<file path="config.mk">
export PLATFORM = sky130hd
export DESIGN_NAME = crm_counter
export DESIGN_NICKNAME = d
export VERILOG_FILES = /design/src/hdl/crm_pkg.sv /design/src/hdl/crm_edge.sv /design/src/hdl/crm_counter.sv
export SDC_FILE = /design/constraint.sdc
export NUM_CORES = 1
export LEC_CHECK = 0
export BUFFER_PORTS_ARGS = -buffer_cell sky130_fd_sc_hd__buf_2
export CAP_MARGIN = 20
export CORE_UTILIZATION = 45
export DETAILED_ROUTE_END_ITERATION = 7
export PLACE_DENSITY = 0.75
export SYNTH_ARGS = -nofsm -noshare
export SYNTH_HDL_FRONTEND = slang
export SYNTH_SLANG_ARGS = --single-unit
export TNS_END_PERCENT = 50
</file>
<file path="constraint.sdc">
create_clock -name clk_sys -period 3 [get_ports clk_sys]
set_input_delay 0.75 -clock clk_sys [delete_from_list [all_inputs] [get_ports clk_sys]]
set_output_delay 0.75 -clock clk_sys [all_outputs]
set_load 0.01 [all_outputs]
</file>
<file path="src/hdl/crm_pkg.sv">
// Constants, modes and carriers for the alternating-reload and retrigger counter.
// Assumes a single system clock; all inputs synchronous to it.
package crm_pkg;
    // =========================================================
    // Register map
    localparam logic [3:0] CRM_ADDR_MODE = 4'h0;
    localparam logic [3:0] CRM_ADDR_LOAD = 4'h1;
    localparam logic [3:0] CRM_ADDR_HOLD = 4'h2;
    localparam logic [3:0] CRM_ADDR_CMD = 4'h3;
    localparam logic [3:0] CRM_ADDR_STAT = 4'h4;
    localparam logic [3:0] CRM_ADDR_CNT = 4'h5;
    // =========================================================
    // Mode register fields
    localparam int CRM_GATE_LSB = 13;
    localparam int CRM_OP_LSB = 5;
    localparam int CRM_UP_BIT = 3;
    localparam int CRM_TGL_BIT = 0;
    localparam logic [15:0] CRM_MODE_RESET = 16'h0800;
    localparam logic [2:0] CRM_GATE_NONE = 3'h0;
    localparam logic [2:0] CRM_GATE_LVL_HI = 3'h5;
    localparam logic [2:0] CRM_GATE_LVL_LO = 3'h4;
    localparam logic [2:0] CRM_GATE_EDGE_HI = 3'h6;
    localparam logic [2:0] CRM_GATE_EDGE_LO = 3'h7;
    localparam logic [15:0] CRM_DOWN_LAST = 16'h0001;
    localparam logic [15:0] CRM_UP_LAST = 16'hffff;
    // Command bits
    localparam int CRM_CMD_ARM = 0;
    localparam int CRM_CMD_DISARM = 1;
    localparam int CRM_CMD_LOAD = 2;
    typedef enum logic [2:0] {
        CRM_OP_ALT = 3'b011,
        CRM_OP_STROBE = 3'b100,
        CRM_OP_SYNC = 3'b101
    } crm_op_type;
    typedef struct packed {
        logic [3:0] addr;
        logic [15:0] wdata;
        logic wr;
        logic rd;
    } crm_bus_type;
    typedef struct packed {
        logic src;
        logic gate;
    } crm_pins_type;
endpackage

</file>
<file path="src/hdl/crm_edge.sv">
// Edge detector for the source and gate pins.
// Assumes pins already synchronous to clk_sys.
`timescale 1ns/10ps
module crm_edge (
    // Clock and reset
    input wire logic clk_sys,
    input wire logic rst_n,
    // Pins
    input wire crm_pkg::crm_pins_type pins,
    // Events and gate level
    output logic src_rise,
    output logic gate_rise,
    output logic gate_fall,
    output logic gate_lvl
);
    import crm_pkg::*;
    logic src_q;
    logic gate_q;
    always_ff @(posedge clk_sys or negedge rst_n) begin
        if (!rst_n) begin
            src_q <= 1'b0;
            gate_q <= 1'b0;
        end else begin
            src_q <= pins.src;
            gate_q <= pins.gate;
        end
    end
    assign src_rise = pins.src & ~src_q;
    assign gate_rise = pins.gate & ~gate_q;
    assign gate_fall = ~pins.gate & gate_q;
    assign gate_lvl = pins.gate;
endmodule

</file>
<file path="src/hdl/crm_counter.sv">
// What this block does
// RULE_01 - Gate field zero: gate ignored entirely
// RULE_02 - Alternating mode runs until disarm
// RULE_03 - Reload alternates Hold then Load
// RULE_04 - Toggle output widths from Load, Hold
// RULE_05 - Level gate: count only gated edges
// RULE_06 - Level gate: first reload after arm Hold
// RULE_07 - Edge mode: armed gate edge starts count
// RULE_08 - Edge mode: gate ignored during cycle
// RULE_09 - Edge alternating: two reloads, halt, rearm-free
// RULE_10 - Gate edges ignored while disarmed
// RULE_11 - Level strobe: reload Load, disarm
// RULE_12 - Level strobe: gate edge saves count
// RULE_13 - Retrigger: load then resume counting
// RULE_14 - Qualified edge: source rise, gate active
// RULE_15 - Edge strobe: count all, reload, disarm
// RULE_16 - Arm first, then gate edge
// RULE_17 - Edge strobe: every edge retriggers
// RULE_18 - Edge retrigger: load, then resume
// RULE_19 - Sync rate: reload Load every terminal
// RULE_20 - Sync rate: gate edge saves, reloads
// RULE_21 - One-shot: count all, reload, halt
// RULE_22 - One-shot: every edge saves and reloads
// RULE_23 - Terminal after 0001 down, ffff up
// RULE_24 - Host writes mode only when disarmed
// RULE_25 - Gate sampled with source edge
// Counter modes J, K, L, N, O, Q, R over a plain register port.
// Assumes host keeps strobes one cycle and mode writes while disarmed.
//
// Design decisions made here: the plain strobed port and the register addresses.
`timescale 1ns/10ps
module crm_counter (
    // Clock and reset
    input wire logic clk_sys,
    input wire logic rst_n,
    // Register port
    input wire crm_pkg::crm_bus_type bus,
    output logic [15:0] rdata,
    // Pins
    input wire crm_pkg::crm_pins_type pins,
    output logic out_pin,
    output logic terminal_count,
    output logic armed
);
    import crm_pkg::*;

    // =========================================================
    // Registers
    logic [15:0] mode_q;
    logic [15:0] load_q;
    logic [15:0] hold_q;
    logic [15:0] cnt_q;
    logic [15:0] cnt_d;
    logic [15:0] hold_d;
    logic armed_q;
    logic armed_d;
    logic run_q;
    logic run_d;
    logic second_q;
    logic second_d;
    logic retrig_q;
    logic retrig_d;
    logic tgl_q;
    logic tc_q;
    logic out_q;
    logic [15:0] rdata_q;
    logic src_rise;
    logic gate_rise;
    logic gate_fall;
    logic gate_lvl;

    crm_edge u_edge (
        .clk_sys(clk_sys),
        .rst_n(rst_n),
        .pins(pins),
        .src_rise(src_rise),
        .gate_rise(gate_rise),
        .gate_fall(gate_fall),
        .gate_lvl(gate_lvl)
    );

    function automatic logic is_last(input logic [15:0] v, input logic up);
        is_last = up ? (v == CRM_UP_LAST) : (v == CRM_DOWN_LAST);
    endfunction

    // =========================================================
    // Mode decode
    wire [2:0] gate_sel = mode_q[CRM_GATE_LSB +: 3];
    wire [2:0] op_sel = mode_q[CRM_OP_LSB +: 3];
    wire count_up = mode_q[CRM_UP_BIT];
    wire tgl_sel = mode_q[CRM_TGL_BIT];
    wire gate_none = (gate_sel == CRM_GATE_NONE); // RULE_01
    wire gate_level = (gate_sel == CRM_GATE_LVL_HI) || (gate_sel == CRM_GATE_LVL_LO);
    wire gate_edge = (gate_sel == CRM_GATE_EDGE_HI) || (gate_sel == CRM_GATE_EDGE_LO);
    wire gate_pol_lo = (gate_sel == CRM_GATE_LVL_LO) || (gate_sel == CRM_GATE_EDGE_LO);
    wire gate_act = gate_pol_lo ? ~gate_lvl : gate_lvl;
    wire gate_go = gate_pol_lo ? gate_fall : gate_rise;
    wire op_alt = (op_sel == CRM_OP_ALT);
    wire op_strobe = (op_sel == CRM_OP_STROBE);
    wire op_sync = (op_sel == CRM_OP_SYNC);
    wire retrig_mode = op_strobe || op_sync;

    // =========================================================
    // Commands
    wire cmd_wr = bus.wr && (bus.addr == CRM_ADDR_CMD);
    wire cmd_arm = cmd_wr && bus.wdata[CRM_CMD_ARM];
    wire cmd_disarm = cmd_wr && bus.wdata[CRM_CMD_DISARM];
    wire cmd_load = cmd_wr && bus.wdata[CRM_CMD_LOAD];

    // =========================================================
    // Counting qualification
    wire qual_src = src_rise && (gate_level ? gate_act : 1'b1); // RULE_14 RULE_25 RULE_05
    wire edge_start = armed_q && gate_edge && gate_go; // RULE_10 RULE_16
    wire trigger = edge_start && (!run_q || retrig_mode); // RULE_08 RULE_17
    wire level_retrig = armed_q && gate_level && retrig_mode && gate_go; // RULE_12 RULE_20
    wire retrig_ev = level_retrig || (trigger && retrig_mode); // RULE_22
    wire may_count = armed_q && (gate_edge ? run_q : 1'b1); // RULE_07
    wire step = may_count && qual_src && !retrig_ev;
    wire at_tc = step && !retrig_q && is_last(cnt_q, count_up); // RULE_23
    wire alt_hold = op_alt && !second_q; // RULE_03

    always_comb begin
        cnt_d = cnt_q;
        hold_d = hold_q;
        armed_d = armed_q;
        run_d = run_q;
        second_d = second_q;
        retrig_d = retrig_q;
        if (retrig_ev) begin
            hold_d = cnt_q;
            retrig_d = 1'b1;
        end
        if (trigger) begin
            run_d = 1'b1;
        end
        if (step && retrig_q) begin
            cnt_d = load_q; // RULE_13 RULE_18
            retrig_d = 1'b0;
        end else if (at_tc) begin
            cnt_d = alt_hold ? hold_q : load_q; // RULE_19
            second_d = op_alt ? !second_q : 1'b0; // RULE_02
            if (op_strobe) begin
                armed_d = 1'b0; // RULE_11 RULE_15
                run_d = 1'b0;
            end else if (gate_edge && (!op_alt || second_q)) begin
                run_d = 1'b0; // RULE_09 RULE_21
            end
        end else if (step) begin
            cnt_d = count_up ? cnt_q + 16'h0001 : cnt_q - 16'h0001;
        end
        if (cmd_load) begin
            cnt_d = load_q;
        end
        if (cmd_arm) begin
            armed_d = 1'b1;
            second_d = 1'b0; // RULE_06
        end
        if (cmd_disarm) begin
            armed_d = 1'b0;
            run_d = 1'b0;
            retrig_d = 1'b0;
        end
        if (bus.wr && (bus.addr == CRM_ADDR_HOLD)) begin
            hold_d = bus.wdata;
        end
    end

    // =========================================================
    // State
    always_ff @(posedge clk_sys or negedge rst_n) begin
        if (!rst_n) begin
            cnt_q <= 16'h0000;
            hold_q <= 16'h0000;
            armed_q <= 1'b0;
            run_q <= 1'b0;
            second_q <= 1'b0;
            retrig_q <= 1'b0;
        end else begin
            cnt_q <= cnt_d;
            hold_q <= hold_d;
            armed_q <= armed_d;
            run_q <= run_d;
            second_q <= second_d;
            retrig_q <= retrig_d;
        end
    end

    // Mode writes are the host's duty to time while disarmed.
    always_ff @(posedge clk_sys or negedge rst_n) begin
        if (!rst_n) begin
            mode_q <= CRM_MODE_RESET;
            load_q <= 16'h0000;
        end else begin
            if (bus.wr && (bus.addr == CRM_ADDR_MODE)) begin
                mode_q <= bus.wdata; // RULE_24
            end
            if (bus.wr && (bus.addr == CRM_ADDR_LOAD)) begin
                load_q <= bus.wdata;
            end
        end
    end

    // =========================================================
    // Outputs
    always_ff @(posedge clk_sys or negedge rst_n) begin
        if (!rst_n) begin
            tc_q <= 1'b0;
            tgl_q <= 1'b0;
            out_q <= 1'b0;
        end else begin
            tc_q <= at_tc;
            out_q <= tgl_sel ? (tgl_q ^ at_tc) : at_tc; // RULE_04
            if (at_tc) begin
                tgl_q <= ~tgl_q; // RULE_04
            end
        end
    end

    wire [15:0] stat_word = {13'h0000, second_q, run_q, armed_q};
    wire [15:0] rd_mux = (bus.addr == CRM_ADDR_MODE) ? mode_q :
                         (bus.addr == CRM_ADDR_LOAD) ? load_q :
                         (bus.addr == CRM_ADDR_HOLD) ? hold_q :
                         (bus.addr == CRM_ADDR_STAT) ? stat_word :
                         (bus.addr == CRM_ADDR_CNT) ? cnt_q : 16'h0000;

    always_ff @(posedge clk_sys or negedge rst_n) begin
        if (!rst_n) begin
            rdata_q <= 16'h0000;
        end else begin
            rdata_q <= bus.rd ? rd_mux : 16'h0000;
        end
    end

    assign rdata = rdata_q;
    assign terminal_count = tc_q;
    assign armed = armed_q;
    assign out_pin = out_q;

    // =========================================================
    // Checks
    property p_tc_pulse;
        @(posedge clk_sys) disable iff (!rst_n) at_tc |=> tc_q ##1 !tc_q;
    endproperty
    a_tc_pulse: assert property (p_tc_pulse) else $error("terminal count not from tc"); // RULE_23

    property p_strobe_disarm;
        @(posedge clk_sys) disable iff (!rst_n) (at_tc && op_strobe && !cmd_arm) |=> !armed_q;
    endproperty
    a_strobe_disarm: assert property (p_strobe_disarm) else $error("strobe did not disarm"); // RULE_11

    property p_alt_stays;
        @(posedge clk_sys) disable iff (!rst_n) (at_tc && op_alt && !cmd_disarm) |=> armed_q;
    endproperty
    a_alt_stays: assert property (p_alt_stays) else $error("alternating mode disarmed"); // RULE_02

    property p_alt_hold;
        @(posedge clk_sys) disable iff (!rst_n)
            (at_tc && op_alt && !second_q && !cmd_load) |=> cnt_q == $past(hold_q);
    endproperty
    a_alt_hold: assert property (p_alt_hold) else $error("first reload not from hold"); // RULE_03

    property p_save;
        @(posedge clk_sys) disable iff (!rst_n)
            (retrig_ev && !(bus.wr && bus.addr == CRM_ADDR_HOLD)) |=> hold_q == $past(cnt_q);
    endproperty
    a_save: assert property (p_save) else $error("retrigger did not save count"); // RULE_12

    property p_disarmed_edge;
        @(posedge clk_sys) disable iff (!rst_n) (!armed_q && !run_q) |=> !run_q;
    endproperty
    a_disarmed_edge: assert property (p_disarmed_edge) else $error("started while disarmed"); // RULE_10

    property p_retrig_load;
        @(posedge clk_sys) disable iff (!rst_n)
            (step && retrig_q && !cmd_load) |=> cnt_q == $past(load_q) && !retrig_q;
    endproperty
    a_retrig_load: assert property (p_retrig_load) else $error("retrigger load missing"); // RULE_13

    property p_level_hold;
        @(posedge clk_sys) disable iff (!rst_n)
            (gate_level && !gate_act && !cmd_load && !retrig_ev) |=> cnt_q == $past(cnt_q);
    endproperty
    a_level_hold: assert property (p_level_hold) else $error("counted with gate inactive"); // RULE_05

    property p_arm_first;
        @(posedge clk_sys) disable iff (!rst_n) cmd_arm |=> !second_q;
    endproperty
    a_arm_first: assert property (p_arm_first) else $error("arm did not restart alternation"); // RULE_06

    c_tc: cover property (@(posedge clk_sys) disable iff (!rst_n) at_tc && op_alt && second_q);
    c_retrig: cover property (@(posedge clk_sys) disable iff (!rst_n) retrig_ev ##[1:20] step);
    c_oneshot: cover property (@(posedge clk_sys) disable iff (!rst_n) trigger && op_sync && gate_edge);
endmodule

</file>
==> results of run 1 <==
-- metal layers --
metal	vias up	share of wire [%]	global-route usage [%]
met3	34	5.9	4.280
met4	0	3.1	12.23
met2	160	47	37.94
met5	-	0	0
li1	1900	-	-
met1	2063	44	32.98
-- power breakdown --
part           switching [mW]  internal, mW  total [mW]
sequential              0.405          1.50        1.90
combinational           0.613         0.582        1.20
clock                   0.443         0.405       0.848
-- registers in the layout, indices dropped and copies added, names as in the netlist --
name	cells
retrig_q	1
terminal_count	1
u_edge.src_q	1
u_edge.gate_q	1
second_q	1
load_q	16
hold_q	16
rdata	16
out_pin	1
run_q	1
cnt_q	16
mode_q	16
tgl_q	1
armed	1
-- logic make-up after synthesis --
group,count (synthesis),synth area share (%)
compound gates,138,19.30
xor+xnor,14,2.422
fa+ha+maj,3,0.7414
buf+inv,45,4.571
flops,89,44.01
mux,71,15.07
simple gates,126,13.89
-- critical path, cell delays in order (launching register included) --
cell      delay, ns
dfrtp_1        0.46
inv_1          0.14
ha_1           0.16
nor4b_1        0.33
a31oi_1        0.18
o21bai_2       0.37
or3_4          0.57
a211oi_1       0.27
o221ai_1       0.15
-- layout make-up --
type / count / area share [%]
Inverter: 4 / 0.2668
Multi-Input combinational cell: 352 / 46.54
Clock inverter: 5 / 0.9784
Clock buffer: 11 / 2.513
Timing Repair Buffer: 65 / 6.982
Sequential cell: 89 / 39.60
Tap cell: 140 / 3.113
-- path summary, 6_finish.rpt --
check / to / startpoint / cells past startpoint
worst max-delay path: cnt_q[14] / cnt_q[1] / 8
worst min-delay path: mode_q[9] / rst_n / 1
worst max register to register: cnt_q[14] / cnt_q[1] / 8
worst min register to register: tgl_q / tgl_q / 1
max in group asynchronous: cnt_q[12] / rst_n / 2
min in group clk_sys: tgl_q / tgl_q / 1
-- cell usage in the layout (no fill, tap or decap), types with 4 or more instances in the layout --
cell type / netlist / routed
nand3_1: 5 / 5
buf_2: 17 / 43
mux2i_1: 29 / 29
buf_4: 5 / 21
a22oi_1: 32 / 32
dfrtp_1: 88 / 88
nand2_1: 40 / 40
a21oi_1: 11 / 11
nor2_1: 20 / 20
inv_1: 4 / 4
nor3_1: 10 / 10
o31ai_1: 5 / 5
o21ai_1: 10 / 10
o21ai_0: 26 / 26
or3_1: 4 / 4
nor4_1: 12 / 12
nor2b_1: 5 / 5
a211oi_1: 4 / 4
a211oi_2: 4 / 4
xnor2_1: 9 / 9
mux2_2: 42 / 42
a21boi_0: 16 / 16
xor2_1: 5 / 5
clkbuf_8: 0 / 10
==> metrics.cfg, run 1 <==
[status]
status=finished clean

[timing]
hold_viol_final=0
fin_ws_ns=0.2369
finalClockSkew_ns=0.01141
finalCritPeriodShare_pct=92.10
whs_ns=0.3365
rsz0062_at_grt=no
drv_slew=0
worst_pin_slew_ns=1.089
fmax_mhz=361.9
setup_violations=0
fin_crit_ns=2.763
relSlewSlack_pct=27.41
fin_tns_setup_ns=0

[layout]
drive_above_1_share_pct=27.19
antenna-diode-count=0
num-nets-final=550
fillers=942
layoutNonFillerInstCount=666
design_area_um2=5627
regArea_um2=2228
final_core_util_pct=51.68
area_delta_synth_final_pct=11.12
multi_input_area_um2=2619

[clock_network]
postCtsSetupBuffers=0
clk_pin_slew_ns=0.09
htree_levels=3
hold_buffers=0
cts_resized=0
clk_latency_ns=0.38
cts_made_buffers=9
cts_tree=yes
clockBufferDepth=2
numClockSinks=89
root_buffer=clkbuf_8

[synth]
synth_commonest_cells=88 x dfrtp_1, 42 x mux2_2, 40 x nand2_1
synth.yosys.seq_area_share_pct=44.01
synth_edf_count=0
synthCells=486
avgSynthCellArea_um2=10.42
synth_nets=515
yosysUniqueCellTypes=63
ys.flop_type=dfrtp_1
synth_most_common_cell=dfrtp_1
synth-seq-cells=89
synth_top_cell_area_share_pct=43.49
yosys.area.top_type=dfrtp_1
synth_warnings=0
synth_area_leaders=dfrtp_1 43%, mux2_2 9.3%, mux2i_1 5.7%
syn_area_um2=5064
synthArstFlopShare_pct=100.0

[floorplanning]
start_util_pct=46.51
io_pins=45
core-area_um2=10890
die_w_um=108.1
die_area_um2=11680
die_h_um=108.1
rows=38

[route]
drc=0
drt-initial-drc-count=277
antenna_left=0
drt_wl_total_um=13220
avgViaCountPerCell=6.242
num_vias=4157
dr.pass1.iters=4
wl_per_cell_um=19.86

[flow_run]
maxCapViolCount=0

[worst_setup_path]
r2r_setup_slack_ns=0.24
start_kind=flip-flop
cp.required_ns=3.25
worst-endpoint-arrival_ns=3.01
crit_type=flip-flop to flip-flop
cp-end-kind=flip-flop
cp_max_fo=13

[power_and_ir_drop]
power_density_nw_per_um2=701.4
vdd_ir_drop_max_v=0.0002963
leakage_nw=2.354
fin_total_pwr_mw=3.947

[hold_path]
hold_path.class=primary input to asynchronous set/reset pin

[placed_design]
portBuffers=44
place_congestion=0.9511
pre_cts_ws_ns=0.2026
place_inst=650
place.detailed.hpwl_um=8976
place_area_um2=5430

[global_route]
grt_max_degree=51
grt-ovfl-total=0
antenna_found_initial=0
grt_pass1_wl_um=21790
grt_pass1_vias=4164
track_usage_pct=24.48

(Power assumes the default switching activity.)
==> inputs of run 2 (changes only) <==
--- a/config.mk
+++ b/config.mk
@@ -10,6 +10,7 @@
 export CORE_UTILIZATION = 45
 export DETAILED_ROUTE_END_ITERATION = 7
 export PLACE_DENSITY = 0.75
+export RECOVER_POWER = 100
 export SYNTH_ARGS = -nofsm -noshare
 export SYNTH_HDL_FRONTEND = slang
 export SYNTH_SLANG_ARGS = --single-unit
==> constraint.sdc (replaced) <==
create_clock -name clk_sys -period 2.83 [get_ports clk_sys]
set_input_delay 0.7075 -clock clk_sys [delete_from_list [all_inputs] [get_ports clk_sys]]
set_output_delay 0.7075 -clock clk_sys [all_outputs]
set_load 0.01 [all_outputs]
==> metrics.cfg, run 2 (synthesis gave the netlist of run 1 again) <==
[layout]
antenna-diode-count=0
area_delta_synth_final_pct=9.810
drive_above_1_share_pct=21.89
final_core_util_pct=51.07
regArea_um2=2228
mostFrequentLayoutCells=88 x dfrtp_1, 42 x mux2_2, 40 x nand2_1, 34 x o21ai_0, 32 x a22oi_1
num-nets-final=555
fillers=1009
multi_input_area_um2=2597
layout_commonest_cell=dfrtp_1

[route]
wl_met3_um=701
num_vias=4164
antenna_left=0
drt-initial-drc-count=352
dr.pass1.iters=5
wl_met2_um=6599
wl_met1_um=5878
wl_per_cell_um=19.91
drc=0
avgViaCountPerCell=6.215
routed.top_layer=met4
drt_wl_total_um=13340

[global_route]
antenna_found_initial=0
grt_pass1_wl_um=21890
grt_pass1_vias=4192
track_usage_pct=24.67
grt-ovfl-total=0
grt_max_degree=46

[timing]
fin_tns_setup_ns=0
finalCritPeriodShare_pct=94.42
rsz0062_at_grt=no
drv_slew=0
worst_pin_slew_ns=1.252
fmax_mhz=374.2
relSlewSlack_pct=16.57
finalClockSkew_ns=0.008941
setup_violations=0
hold_viol_final=0
fin_crit_ns=2.672

[floorplanning]
die_w_um=108.1
core-area_um2=10890
die_area_um2=11680
io_pins=45
start_util_pct=46.51
rows=38
die_h_um=108.1

[clock_network]
numClockSinks=89
clk_pin_slew_ns=0.09
root_buffer=clkbuf_8
cts_tree=yes
cts_made_buffers=9
clk_latency_ns=0.37
hold_buffers=0
htree_levels=3
clockBufferDepth=2

[worst_setup_path]
cp-end-kind=flip-flop
crit_type=flip-flop to flip-flop
start_kind=flip-flop
cp_max_fo=12
cp.required_ns=3.07
worst-endpoint-arrival_ns=2.91

[placed_design]
place_congestion=0.9684
place.detailed.hpwl_um=9130
portBuffers=44

[power_and_ir_drop]
vdd_ir_drop_max_v=0.0003958
leakage_nw=2.265
power_density_nw_per_um2=745.0

[flow_run]
maxCapViolCount=0

[hold_path]
hold_path.class=primary input to flip-flop

[status]
status=finished clean

run 2: final timing paths:
| check | startpoint | end | slack (ns) | depth (start not counted) |
|---|---|---|---|---|
| worst max-delay path | cnt_q[3] | cnt_q[14] | 0.16 | 6 |
| min in group asynchronous | rst_n | rdata[9] | 0.55 | 1 |
| worst min-delay path | pins[1] | u_edge.src_q | 0.47 | 1 |
| max in group asynchronous | rst_n | cnt_q[14] | 0.54 | 2 |
| worst max register to register | cnt_q[3] | cnt_q[14] | 0.16 | 6 |
| worst min register to register | tgl_q | tgl_q | 0.49 | 1 |
run 2: power breakdown:
part | switching (mW) | internal, mW
registers | 0.386 | 1.59
clock network | 0.447 | 0.386
logic | 0.705 | 0.630
run 2: per-stage QoR:
stage | power, mW | instance area, um2 | cells | hold slack, ns | setup WS [ns]
after floorplan | 2.926 | 5064 | 486 | 0.4119 | 0.4925
after global placement | 3.275 | 5468 | 655 | 0.4709 | 0.2689
after detailed placement | 3.333 | 5468 | 655 | 0.4683 | 0.1621
after CTS | 4.171 | 5649 | 670 | 0.3541 | 0.1573
after global routing | 4.388 | 5560 | 670 | 0.4586 | 0.03627
final | 4.142 | 5560 | 670 | 0.4660 | 0.1578
run 2: worst max-delay path: stages (launching register included):
cell	delay, ns
dfrtp_1	0.56
nand4_2	0.21
nor4_1	0.42
nor2b_1	0.34
or3_4	0.58
a211oi_1	0.26
o221ai_1	0.16
run 2: timing repair:
item,CTS,global route
buffers inserted,0,0
resized for setup,0,1
hold endpoints to repair,0,0
setup endpoints to repair,0,1
run 2: final cells by class:
class                      count  share of cell area [%]
clock buffer                  13                   3.038
inverter                       4                  0.2700
sequential                    89                   40.08
clock inverter                 2                  0.2250
tap                          140                   3.150
multi-input combinational    352                   46.71
timing repair buffer          70                   6.526
run 2: routing by layer:
| layer | vias up | global-route usage, % |
|---|---|---|
| met5 | - | 0 |
| met3 | 15 | 5.184 |
| li1 | 1896 | - |
| met4 | 0 | 8.219 |
| met1 | 2125 | 32.07 |
| met2 | 128 | 40.86 |
==> inputs of run 3 (changes only) <==
--- a/config.mk
+++ b/config.mk
@@ -7,9 +7,9 @@
 export LEC_CHECK = 0
 export BUFFER_PORTS_ARGS = -buffer_cell sky130_fd_sc_hd__buf_2
 export CAP_MARGIN = 20
-export CORE_UTILIZATION = 45
+export CORE_UTILIZATION = 52
 export DETAILED_ROUTE_END_ITERATION = 7
-export PLACE_DENSITY = 0.75
+export PLACE_DENSITY = 0.83
 export RECOVER_POWER = 100
 export SYNTH_ARGS = -nofsm -noshare
 export SYNTH_HDL_FRONTEND = slang
==> constraint.sdc (replaced) <==
create_clock -name clk_sys -period 3.1 [get_ports clk_sys]
set_input_delay 0.775 -clock clk_sys [delete_from_list [all_inputs] [get_ports clk_sys]]
set_output_delay 0.775 -clock clk_sys [all_outputs]
set_load 0.01 [all_outputs]
==> metrics.cfg, run 3 (synthesis gave the netlist of run 1 again) <==
[timing]
relSlewSlack_pct=-50.89
finalCritPeriodShare_pct=94.10
setup_violations=0
fin_ws_ns=0.1827
hold_viol_final=0
fin_tns_setup_ns=0
fmax_mhz=342.8
fin_crit_ns=2.917
drv_slew=40
rsz0062_at_grt=no
whs_ns=0.4812
worst_pin_slew_ns=2.263
finalClockSkew_ns=0.01444

[floorplanning]
core-area_um2=9328
die_h_um=100.7
start_util_pct=54.29
io_pins=45
die_area_um2=10140
rows=35
die_w_um=100.7

[power_and_ir_drop]
leakage_nw=2.194
vdd_ir_drop_max_v=0.0002751
fin_total_pwr_mw=3.701
power_density_nw_per_um2=679.1

[clock_network]
cts_tree=yes
clockBufferDepth=2
hold_buffers=0
numClockSinks=89
htree_levels=3
postCtsSetupBuffers=0
root_buffer=clkbuf_8
cts_made_buffers=9
clk_latency_ns=0.37
clk_pin_slew_ns=0.09
cts_resized=0

[status]
violations=capacitance limit, slew limit
status=complete, but fails checks

[worst_setup_path]
slowest_stage=clkbuf_1
cp_max_fo=32
start_kind=primary input
r2r_start=cnt_q[1]
r2r_end=cnt_q[2]
endpoint=hold_q[6]
cpPeakStageDelay_ns=0.86
r2r_setup_slack_ns=0.39
cp-end-kind=flip-flop
cp_num_buf_inv=3
startpoint=bus[18]
cp.depth=6
path_cells=clkbuf_1, nor4b_1, clkbuf_1, and2_0, clkbuf_2, o21ai_0
worst-endpoint-arrival_ns=3.13
crit_type=primary input to flip-flop
cp.required_ns=3.32
reg2reg_depth=9
cpLargestDelayFamily=buffers and inverters
cpMostUsedCell=clkbuf_1

[placed_design]
portBuffers=44
place.detailed.hpwl_um=8821
place_congestion=1.013
place_inst=633
pre_cts_ws_ns=0.1831
place_area_um2=5371

[layout]
layoutNonFillerInstCount=649
antenna-diode-count=0
num-nets-final=544
drive_above_1_share_pct=19.81
fillers=824
final_core_util_pct=58.43
mostFrequentLayoutCells=88 x dfrtp_1, 42 x mux2_2, 40 x nand2_1, 34 x o21ai_0, 32 x a22oi_1
area_delta_synth_final_pct=7.635
layout_commonest_cell=dfrtp_1
design_area_um2=5450

[route]
drc=0
drt-initial-drc-count=380
avgViaCountPerCell=6.357
antenna_left=0
wl_per_cell_um=20.44
drt_wl_total_um=13270
num_vias=4126
dr.pass1.iters=7

[global_route]
grt_max_degree=51
antenna_found_initial=0
track_usage_pct=28.35
grt-ovfl-total=0
grt_pass1_vias=4036
grt_pass1_wl_um=21750

[hold_path]
hold_path.class=flip-flop to flip-flop
min_path_cells=1

[flow_run]
maxCapViolCount=1

run 3: cell count changes in the layout (fill, tap and decap cells not counted), sizes merged:
cell / change
buf: -7
clkinvlp: +2
clkbuf: -6
clkinv: +1
run 3: layout make-up:
| class | instances | area, um2 | share of cell area, % |
|---|---|---|---|
| repair buffers | 59 | 302.8 | 5.556 |
| flip-flops and latches | 89 | 2228 | 40.89 |
| well taps | 129 | 161.4 | 2.961 |
| clock buffers | 11 | 131.4 | 2.410 |
| inverters | 4 | 15.01 | 0.2755 |
| multi-input cells | 352 | 2579 | 47.31 |
| clock inverters | 5 | 32.53 | 0.5969 |
run 3: power breakdown:
group	switching [mW]	internal, mW	leakage [nW]
Sequential	0.423	1.45	1.13
Clock	0.422	0.289	0.0753
Combinational	0.577	0.541	0.984
Total	1.42	2.28	2.19
run 3: how the worst min path moves through the flow:
stage,start,endpoint,slack (ns)
detailed placement,tgl_q,tgl_q,0.47
finish,tgl_q,tgl_q,0.48
global placement,tgl_q,tgl_q,0.46
floorplan,tgl_q,tgl_q,0.45
CTS,rst_n,u_edge.src_q,0.38
global route,tgl_q,tgl_q,0.49
run 3: routing by layer:
| metal | GRT usage [%] | up-vias | part of all wire [%] |
|---|---|---|---|
| met3 | 4.716 | 33 | 6.6 |
| li1 | - | 1878 | - |
| met2 | 43.05 | 166 | 47 |
| met5 | 0 | - | 0 |
| met1 | 39.34 | 2049 | 44 |
| met4 | 14.27 | 0 | 2.4 |
